<file path="src/srd_pkg.sv">
/*
  srd_pkg: opcode patterns, field positions, clock counts and carrier
  structs for the shift/rotate decoder. Assumes a byte-aligned fetch stream.
*/
`default_nettype none
package srd_pkg;
  localparam logic [7:0] SRD_ESC_BYTE = 8'h0F;
  localparam logic [6:0] SRD_GRP_BY1 = 7'h68;
  localparam logic [6:0] SRD_GRP_BYCNT = 7'h69;
  localparam logic [6:0] SRD_GRP_BYIMM = 7'h60;
  localparam logic [7:0] SRD_DSL_IMM = 8'hA4;
  localparam logic [7:0] SRD_DSL_CNT = 8'hA5;
  localparam logic [7:0] SRD_DSR_IMM = 8'hAC;
  localparam logic [7:0] SRD_DSR_CNT = 8'hAD;
  localparam logic [5:0] SRD_AND_PAT = 6'h08;
  localparam logic [1:0] SRD_MOD_REG = 2'h3;
  localparam int SRD_MOD_HI = 7;
  localparam int SRD_MOD_LO = 6;
  localparam int SRD_REG_HI = 5;
  localparam int SRD_REG_LO = 3;
  localparam int SRD_RM_HI = 2;
  localparam int SRD_RM_LO = 0;
  localparam int SRD_COUNT_W = 5;
  localparam logic [3:0] SRD_CLK_SH_REG = 4'h3;
  localparam logic [3:0] SRD_CLK_SH_MEM = 4'h7;
  localparam logic [3:0] SRD_CLK_RC_REG = 4'h9;
  localparam logic [3:0] SRD_CLK_RC_MEM = 4'hA;
  localparam logic [3:0] SRD_CLK_AND = 4'h2;
  localparam logic [3:0] SRD_CLK_RST = 4'h0;

  typedef enum logic [3:0] {
    SRD_OP_NONE, SRD_OP_ROTATE_LEFT, SRD_OP_ROTATE_RIGHT,
    SRD_OP_ROTATE_LEFT_VIA_CARRY, SRD_OP_ROTATE_RIGHT_VIA_CARRY,
    SRD_OP_SHIFT_LEFT, SRD_OP_LOGICAL_SHIFT_RIGHT, SRD_OP_ARITH_SHIFT_RIGHT,
    SRD_OP_DOUBLE_SHIFT_LEFT, SRD_OP_DOUBLE_SHIFT_RIGHT, SRD_OP_AND
  } srd_op_e;

  typedef enum logic [1:0] {
    SRD_CNT_ONE, SRD_CNT_REG, SRD_CNT_IMM
  } srd_cnt_e;

  typedef struct packed {
    logic [7:0] byte0;
    logic [7:0] byte1;
    logic [7:0] byte2;
    logic [7:0] byte3;
  } srd_fetch_s;

  typedef struct packed {
    srd_op_e op;
    srd_cnt_e cnt_src;
    logic [SRD_COUNT_W-1:0] count;
    logic mem_operand;
    logic wide;
    logic dir_to_reg;
    logic [2:0] reg_field;
    logic [2:0] rm_field;
    logic [3:0] clocks;
    logic [2:0] length;
  } srd_decode_s;
endpackage : srd_pkg
`default_nettype wire

</file>
<file path="src/srd_count_mask.sv">
/*
  srd_count_mask: picks the shift count source and trims it to five bits.
  Assumes the count register value is presented already read from the file.
*/
`timescale 1ns/1ps
`default_nettype none
module srd_count_mask (
  // count sources
  input wire srd_pkg::srd_cnt_e i_cnt_src,
  input wire logic [7:0] i_imm_count,
  input wire logic [7:0] i_count_register,
  // masked count
  output logic [srd_pkg::SRD_COUNT_W-1:0] o_count
);
  import srd_pkg::*;

  always_comb begin
    unique case (i_cnt_src)
      SRD_CNT_ONE: o_count = SRD_COUNT_W'(1);
      SRD_CNT_REG: o_count = i_count_register[SRD_COUNT_W-1:0];
      SRD_CNT_IMM: o_count = i_imm_count[SRD_COUNT_W-1:0];
      default: o_count = '0;
    endcase
  end
endmodule : srd_count_mask
`default_nettype wire

</file>
<file path="src/srd_decoder.sv">
/*
  srd_decoder: decodes the shift/rotate group, double shifts and register
  AND, and registers the operation with its execution clock count.
  Assumes fetch presents up to four aligned instruction bytes with a valid.
*/
`timescale 1ns/1ps
`default_nettype none
// Functional notes
// - Opcodes 1101000w, 1101001w, 1100000w: shift by one, count register, immediate byte.
// - modrm reg field picks rotate, carry rotate, left, logical or arithmetic right.
// - Plain rotates and shifts take 3 clocks register, 7 clocks memory.
// - Rotates through carry take 9 clocks register, 10 clocks memory.
// - 0F A4 with modrm and immediate is double left shift, 3/7 clocks.
// - 0F A5 is double left shift by count register, same timing.
// - 0F AC with modrm and immediate is double right shift, 3/7 clocks.
// - 0F AD is double right shift by count register, same timing.
// - 001000dw with register modrm is register AND, 2 clocks, d/w used.
module srd_decoder (
  // clock and reset
  input wire logic i_sys_clk,
  input wire logic i_reset,
  // fetch side
  input wire logic i_valid,
  input wire srd_pkg::srd_fetch_s i_fetch,
  input wire logic [7:0] i_count_register,
  // decoded result
  output logic o_valid,
  output logic o_illegal,
  output srd_pkg::srd_decode_s o_decode
);
  import srd_pkg::*;

  logic valid_q, valid_d;
  logic illegal_q, illegal_d;
  srd_decode_s dec_q, dec_d;
  srd_decode_s dec_c;
  logic hit_c;
  logic [7:0] modrm_c;
  logic [7:0] imm_c;
  logic [4:0] count_c;
  logic is_esc_c, is_grp_c, is_and_c;
  srd_cnt_e cnt_src_c;

  srd_count_mask u_count_mask (
    .i_cnt_src(cnt_src_c),
    .i_imm_count(imm_c),
    .i_count_register(i_count_register),
    .o_count(count_c)
  );

  // byte positions and count source settle ahead of the count mask, so the
  // masked count never feeds back into the process that picks its source
  always_comb begin
    is_esc_c = i_fetch.byte0 == SRD_ESC_BYTE;
    is_grp_c = i_fetch.byte0[7:1] == SRD_GRP_BY1 || i_fetch.byte0[7:1] == SRD_GRP_BYCNT ||
               i_fetch.byte0[7:1] == SRD_GRP_BYIMM;
    is_and_c = i_fetch.byte0[7:2] == SRD_AND_PAT;
    modrm_c = i_fetch.byte1;
    imm_c = i_fetch.byte2;
    cnt_src_c = SRD_CNT_ONE;
    if (is_esc_c) begin
      modrm_c = i_fetch.byte2;
      imm_c = i_fetch.byte3;
      if (i_fetch.byte1 == SRD_DSL_IMM || i_fetch.byte1 == SRD_DSR_IMM) begin
        cnt_src_c = SRD_CNT_IMM;
      end else begin
        cnt_src_c = SRD_CNT_REG;
      end
    end else if (i_fetch.byte0[7:1] == SRD_GRP_BYCNT) begin
      cnt_src_c = SRD_CNT_REG;
    end else if (i_fetch.byte0[7:1] == SRD_GRP_BYIMM) begin
      cnt_src_c = SRD_CNT_IMM;
    end
  end

  // classify opcode
  always_comb begin
    dec_c = '0;
    dec_c.op = SRD_OP_NONE;
    dec_c.cnt_src = cnt_src_c;
    hit_c = 1'b0;
    if (is_esc_c) begin
      unique case (i_fetch.byte1)
        SRD_DSL_IMM: begin
          dec_c.op = SRD_OP_DOUBLE_SHIFT_LEFT;
          dec_c.cnt_src = SRD_CNT_IMM;
          dec_c.length = 3'd4;
          hit_c = 1'b1;
        end
        SRD_DSL_CNT: begin
          dec_c.op = SRD_OP_DOUBLE_SHIFT_LEFT;
          dec_c.cnt_src = SRD_CNT_REG;
          dec_c.length = 3'd3;
          hit_c = 1'b1;
        end
        SRD_DSR_IMM: begin
          dec_c.op = SRD_OP_DOUBLE_SHIFT_RIGHT;
          dec_c.cnt_src = SRD_CNT_IMM;
          dec_c.length = 3'd4;
          hit_c = 1'b1;
        end
        SRD_DSR_CNT: begin
          dec_c.op = SRD_OP_DOUBLE_SHIFT_RIGHT;
          dec_c.cnt_src = SRD_CNT_REG;
          dec_c.length = 3'd3;
          hit_c = 1'b1;
        end
        default: hit_c = 1'b0;
      endcase
    end else if (is_grp_c) begin
      // count source from opcode form
      if (i_fetch.byte0[7:1] == SRD_GRP_BY1) begin
        dec_c.cnt_src = SRD_CNT_ONE;
        dec_c.length = 3'd2;
      end else if (i_fetch.byte0[7:1] == SRD_GRP_BYCNT) begin
        dec_c.cnt_src = SRD_CNT_REG;
        dec_c.length = 3'd2;
      end else begin
        dec_c.cnt_src = SRD_CNT_IMM;
        dec_c.length = 3'd3;
      end
      dec_c.wide = i_fetch.byte0[0];
      hit_c = 1'b1;
      unique case (modrm_c[SRD_REG_HI:SRD_REG_LO])
        3'h0: dec_c.op = SRD_OP_ROTATE_LEFT;
        3'h1: dec_c.op = SRD_OP_ROTATE_RIGHT;
        3'h2: dec_c.op = SRD_OP_ROTATE_LEFT_VIA_CARRY;
        3'h3: dec_c.op = SRD_OP_ROTATE_RIGHT_VIA_CARRY;
        3'h4: dec_c.op = SRD_OP_SHIFT_LEFT;
        3'h5: dec_c.op = SRD_OP_LOGICAL_SHIFT_RIGHT;
        3'h7: dec_c.op = SRD_OP_ARITH_SHIFT_RIGHT;
        default: hit_c = 1'b0; // code 110 left undefined
      endcase
    end else if (is_and_c && modrm_c[SRD_MOD_HI:SRD_MOD_LO] == SRD_MOD_REG) begin
      dec_c.op = SRD_OP_AND;
      dec_c.dir_to_reg = i_fetch.byte0[1];
      dec_c.wide = i_fetch.byte0[0];
      dec_c.length = 3'd2;
      hit_c = 1'b1;
    end
    // double shifts are always full width
    if (dec_c.op == SRD_OP_DOUBLE_SHIFT_LEFT || dec_c.op == SRD_OP_DOUBLE_SHIFT_RIGHT) begin
      dec_c.wide = 1'b1;
    end
    dec_c.mem_operand = modrm_c[SRD_MOD_HI:SRD_MOD_LO] != SRD_MOD_REG;
    dec_c.reg_field = modrm_c[SRD_REG_HI:SRD_REG_LO];
    dec_c.rm_field = modrm_c[SRD_RM_HI:SRD_RM_LO];
    dec_c.count = (dec_c.op == SRD_OP_AND) ? '0 : count_c;
    // timing depends only on op and operand kind, never the count
    unique case (dec_c.op)
      SRD_OP_ROTATE_LEFT_VIA_CARRY, SRD_OP_ROTATE_RIGHT_VIA_CARRY:
        dec_c.clocks = dec_c.mem_operand ? SRD_CLK_RC_MEM : SRD_CLK_RC_REG;
      SRD_OP_AND: dec_c.clocks = SRD_CLK_AND;
      SRD_OP_NONE: dec_c.clocks = SRD_CLK_RST;
      default: dec_c.clocks = dec_c.mem_operand ? SRD_CLK_SH_MEM : SRD_CLK_SH_REG;
    endcase
    if (!hit_c) begin
      dec_c.op = SRD_OP_NONE;
      dec_c.clocks = SRD_CLK_RST;
    end
  end

  // next-state
  always_comb begin
    valid_d = i_valid && hit_c;
    illegal_d = i_valid && !hit_c;
    dec_d = i_valid ? dec_c : dec_q;
  end

  always_ff @(posedge i_sys_clk) begin
    if (i_reset) begin
      valid_q <= 1'b0;
      illegal_q <= 1'b0;
      dec_q <= '0;
    end else begin
      valid_q <= valid_d;
      illegal_q <= illegal_d;
      dec_q <= dec_d;
    end
  end

  assign o_valid = valid_q;
  assign o_illegal = illegal_q;
  assign o_decode = dec_q;
endmodule : srd_decoder
`default_nettype wire

</file>
<file path="config.mk">
export PLATFORM = sky130hd
export DESIGN_NAME = srd_decoder
export DESIGN_NICKNAME = d
export VERILOG_FILES = /design/src/srd_pkg.sv /design/src/srd_count_mask.sv /design/src/srd_decoder.sv
export SDC_FILE = /design/constraint.sdc
export NUM_CORES = 1
export LEC_CHECK = 0
export BUFFER_PORTS_ARGS = -buffer_cell sky130_fd_sc_hd__buf_2
export CAP_MARGIN = 30
export CORE_ASPECT_RATIO = 1.5
export CORE_MARGIN = 2
export CORE_UTILIZATION = 40
export DETAILED_ROUTE_END_ITERATION = 10
export GPL_TIMING_DRIVEN = 0
export HOLD_SLACK_MARGIN = 0.03
export PLACE_DENSITY = 0.74
export SLEW_MARGIN = 30
export SYNTH_ARGS = -nofsm -noshare
export SYNTH_HDL_FRONTEND = slang
export SYNTH_SLANG_ARGS = --single-unit
</file>
<file path="constraint.sdc">
create_clock -name i_sys_clk -period 1.35 [get_ports i_sys_clk]
set_input_delay 0.0675 -clock i_sys_clk [delete_from_list [all_inputs] [get_ports i_sys_clk]]
set_output_delay 0.0675 -clock i_sys_clk [all_outputs]
set_load 0.1 [all_outputs]
</file>
# Yosys cells after proc, flatten, opt, wreduce, memory -nomap -nowiden
# Cells that the tools add are included.
word_totals:
  n_memories: 0
  register_bits: 29
  romBits: 0
  latch_bits: 0
  ram_bits: 0
  input_bits: 43
classes:
  multipliers: 0
  n_bitwise: 0
  n_lt_le_gt_ge: 0
  div: 0
  n_eq_ne: 24
  shift: 0
  n_mux: 37
  reduce_logical: 16
  addsub: 0
ops:
  columns: ["operator", "count"]
  rows:
  - ["$eq 8x8->1 const B", 4]
  - ["$pmux 6 s4", 1]
  - ["$mux 2", 11]
  - ["$eq 7x7->1 const B", 3]
  - ["$pmux 3 s7", 1]
  - ["$mux 4", 4]
  - ["$pmux 5 s3", 1]
  - ["$eq 4x4->1 const B", 3]
  - ["$pmux 4 s3", 1]
  - ["$mux 1", 10]
  - ["$mux 5", 2]
  - ["$eq 3x3->1 const B", 3]
  - ["$mux 3", 3]
  - ["$eq 8x4->1 const B", 1]
  - ["$mux 8", 1]
  - ["$reduce_or 7->1", 1]
  - ["$eq 3x2->1 const B", 2]
  - ["$eq 6x4->1 const B", 1]
  - ["$mux 6", 1]
  - ["$pmux 3 s2", 1]
  - ["$reduce_or 2->1", 3]
  - ["$eq 2x2->1 const B", 2]
  - ["$eq 4x2->1 const B", 1]
  - ["$eq 4x3->1 const B", 1]
  - ["10 further kinds", 15]

# Depth between registers and ports, before layout
depth:
  ltp_word: 11
  depth_mapped: 6
  ltp_nobuf: 5

# By module
# A second synthesis with hierarchy kept.
hier_totals:
  hier_cells: 174
  hier_area_um2: 1610.3
by_module_without_submodules:
  columns: ["mod", "n_inst", "area_per_inst_um2", "cells_each", "seq_area_each_um2"]
  rows:
  - ["srd_decoder", 1, 1539.0, 165, 580.6]
  - ["srd_count_mask", 1, 71.3, 9, 0.0]

# Least setup slack after synthesis
# OpenSTA, ideal clock, no wires.
synth_path:
  path_type: "input-to-reg"
  from: "in i_fetch[28] (netlist name)"
  to: "reg dec_q (netlist bit o_decode[24])"
  arrival_time_ps: 1347
  setup_ps: 96
  slack_ps: -93
  stages: 4
  t_required_ps: 1254
  path_cell_list: "or4b_4 nor4_4 o21bai_2 o41ai_2"
synth_via:
  elab_chain_len: 8
  word_cells_on_any_way: 27
  cone_classes: "eq/ne (12); mux (10); reduce/logical (5)"
synth_rtl:
  columns: ["item", "line_no", "text"]
  rows:
  - ["start: declaration", "srd_decoder.sv:24", "input wire srd_pkg::srd_fetch_s i_fetch,"]
  - ["$eq 8x4->1", "srd_decoder.sv:54", "is_esc_c = i_fetch.byte0 == SRD_ESC_BYTE;"]
  - ["$mux 8", "srd_decoder.sv:61", "if (is_esc_c) begin"]
  - ["$eq 3x3->1 (tied with other cells)", "srd_decoder.sv:124", "unique case (modrm_c[SRD_REG_HI:SRD_REG_LO])"]
  - ["$reduce_or 7->1 (no source line) or $logic_and 1x1->1 (tied branches)", null, null]
  - ["$mux 1 (tied with other cells)", "srd_decoder.sv:124", null]
  - ["$mux 1 or $mux 4 (tied branches)", "srd_decoder.sv:110", "end else if (is_grp_c) begin"]
  - ["$mux 1 or $mux 6 (tied branches)", "srd_decoder.sv:82", "if (is_esc_c) begin"]
  - ["$mux 4 (*)", "srd_decoder.sv:157", "if (!hit_c) begin"]
  - ["end signal: assignment", "srd_decoder.sv:174", "dec_q <= '0;"]
  - ["end signal: assignment", "srd_decoder.sv:178", "dec_q <= dec_d;"]
  - ["end: declaration", "srd_decoder.sv:35", "srd_decode_s dec_q, dec_d;"]
# Every way passes the cells marked *; elsewhere a longest branch is shown, timed or not.
# A chain may end at the register's enable or synchronous reset.

# Worst setup path in the final report
layout_path:
  from: "in i_fetch[30] (netlist name)"
  to: "reg dec_q (netlist bit o_decode[24])"
# Same word-level chain as after synthesis.

==> impl_metrics.tcl <==
set metrics [dict create \
    synth_most_common_cell "dfxtp_1" \
    synth_seq_area_share 0.416 \
    synth_edf_count 0 \
    rsz0062_at_grt "false" \
    drt_iter0_drc 38 \
    pre_cts_ws_ns -0.426 \
    initial_utilization 0.413 \
    yosysWarnings 0 \
    slew_headroom 0.666 \
    fin_worst_skew_ns 0 \
    synthAdderAreaFrac 0 \
    synthFlopType "dfxtp_1" \
    fin_crit_ns 1.27 \
    clkSinkCount 29 \
    synth_compound_area_frac 0.191 \
    setup_slack_ns 0.0831 \
    grt_use_total 0.212 \
    final_cells 280 \
    pwr-share-comb 0.218 \
    worstReg2RegStart "o_decode[14]$_SDFFE_PP0P_" \
    synth_top_area_frac 0.416 \
    drt_wl_total_um 3970 \
    io_buffers 63 \
    p_clk_frac 0.346 \
    cts_root_buffer "clkbuf_8" \
    synth_top_area_cell "dfxtp_1" \
    antenna_found_initial 0 \
    internal_power_w 0.00140 \
    tightest_slew_ns 0.505 \
    multi_input_area_um2 828 \
    synth_simple_gate_area_frac 0.259 \
    p_leak_nw 0.903 \
    crit_chain "buf_2 > or4b_4 > nor4_4 > buf_6 > o21bai_4 > o41ai_2" \
    netlist_instances 161 \
    hp-class "in2reg" \
    fin_nets 281 \
    synth_cell_types 39 \
    die_area_um2 3990 \
    async_flop_share 0 \
    synth.net_count 204 \
    cp_data_arrival_time_ns 1.46 \
    vias 1502 \
    numPlacedInstances 266 \
    max-cap-violations 0 \
    vias_per_cell 5.36 \
    drt_pass1_iterations 4 \
    finalSetupViolCount 0 \
    ctsHoldBuffers 0 \
    clockBufferDepth 2 \
    drv_slew 0 \
    max_freq_mhz 789 \
    fin_crit_sh 0.938 \
    p_sw_frac 0.321 \
    synth_xor_area_frac 0 \
    num_rows 26 \
    cts_tree "yes" \
    nFillCells 326 \
    muxShareOfSynthArea 0.0932 \
    crit_start "i_fetch[30]" \
    peakVddDrop_uv 648 \
    syn_to_final_growth_pct 42.1 \
    drive_gt1_frac 0.382 \
    post-route-drc-count 0 \
    synth_top_family_by_area "simple AND/OR/NAND/NOR gates" \
    grt_pass1_wl_um 6140 \
    yosys-top-cells-count "29 x dfxtp_1, 24 x nor2_1, 18 x nand2_1" \
    antennaDiodeCount 0 \
    status "completed" \
    cp_slowest_stage_delay_ns 0.54 \
    crit_type "in2reg" \
    clock_latency_ns 0.28 \
    grt_max_degree 11 \
    die_h_um 76.4 \
    startpoint_type "input pin" \
    power.net_switching_w 0.000660 \
    final_hold_viol_count 0 \
    htree_levels 2 \
    grt_pass1_vias 1361 \
    pin_count 72 \
    cts_buffers 5 \
    cp_slowest_cell "or4b_4" \
    routabilityCongestion 0.826 \
    place_hpwl_um 3080 \
    drtAntennaViolNets 0 \
    finalPower_w 0.00206 \
    crit_fanout 6 \
    worstSetupEndpointType "flop" \
    core-area_um2 3380 \
    ys_seq_elements 29 \
    die_x_um 52.2 \
    p_seq_frac 0.436 \
    synth_area_per_cell_um2 8.67 \
    ff_latch_area_um2 581 \
    synthesis.area_um2 1400 \
    post-route-util 0.587 \
    holdCritStartpoint "i_count_register[2]" \
    p_per_area_nw_per_um2 1040 \
    cts.clk_slew.worst_paths_ns 0.05 \
    synth_area_leaders "dfxtp_1 42%, mux2i_1 9.3%, nor2_1 6.5%" \
    grt_overflow_total 0 \
    routedWlPerCell_um 14.2 \
    required_ns 1.54 \
]
## timing repair
item | 4_1_cts | 5_1_grt
setup buffers | 4 | 3
pin swaps | 5 | 5
resized for setup | 9 | 6
endpoints found under the setup margin | 9 | 17
## flip-flops by register name, indices dropped and copies added (netlist names)
signal / count
o_decode: 27
o_valid: 1
o_illegal: 1
## cells in the final DEF (no fill, tap or decap), types with 2 or more instances in the layout
cell type,netlist,final
buf_2,1,64
nand3_1,3,3
and2_1,2,2
buf_4,1,6
clkbuf_8,0,6
and3_1,2,2
nor2_1,24,22
nand4_1,2,2
dfxtp_1,29,29
a311oi_1,2,2
a21oi_1,6,6
mux2i_1,13,12
o221ai_1,4,4
inv_1,6,6
a211oi_1,9,9
nand2_1,18,18
clkbuf_1,5,6
nand2b_1,4,3
o21ai_0,5,5
nor3_1,4,4
nor2b_1,2,2
## layout make-up
cell class,instances,share of cell area
multi-input combinational,118,0.417
tap,42,0.0265
timing repair buffer,70,0.187
sequential,29,0.293
clock buffer,7,0.0435
buffer,8,0.0214
inverter,6,0.0113
## routing by layer
| metal | wire (um) | global-route usage | vias up |
|---|---|---|---|
| li1 | - | - | 737 |
| met1 | 1520 | 0.220 | 709 |
| met2 | 2050 | 0.334 | 41 |
| met3 | 203 | 0.0706 | 15 |
| met4 | 189 | 0.167 | 0 |
| met5 | 0 | 0 | - |
## logic make-up (layout without fill, tap and decap cells)
logic type / after synthesis / after routing
compound gates: 36 / 36
buf+inv: 14 / 91
flops: 29 / 29
simple gates: 69 / 69
mux: 13 / 13
## stage by stage
stage | hold WS (ns) | setup TNS [ns] | area [um^2]
finish | 0.0976 | 0 | 1980
floorplan | 0.232 | -0.307 | 1400
global placement | 0.385 | -6.59 | 1760
global route | 0.105 | 0 | 1980
CTS | 0.0964 | -0.0121 | 1930
detailed placement | 0.391 | -7.05 | 1760
## power groups by stage
stage                     sequential (W)  combinational (W)  clock [W]
after floorplan                  0.00112           0.000101          0
after global placement          0.000916           0.000430          0
after detailed placement        0.000917           0.000432          0
after CTS                       0.000899           0.000440   0.000725
after global routing            0.000901           0.000474   0.000765
final                           0.000899           0.000449   0.000713
## path summary, 6_finish.rpt
check / endpoint / slack (ns) / cells past startpoint
hold reg to reg: o_decode[5]$_SDFFE_PP0P_ / 0.44 / 2
setup / recovery: o_decode[24]$_SDFFE_PP0P_ / 0.08 / 6
hold / removal: o_decode[18]$_SDFFE_PP0P_ / 0.1 / 3
setup reg to reg: o_decode[14]$_SDFFE_PP0P_ / 0.65 / 2
## worst max-delay path, delay by kind of cell
kind	cells	cell delay [ns]
and+or+nand+nor	2	0.70
AOI/OAI and AO/OA	2	0.39
buffers and inverters	2	0.30
No activity file was read; power rests on OpenSTA's default activity.
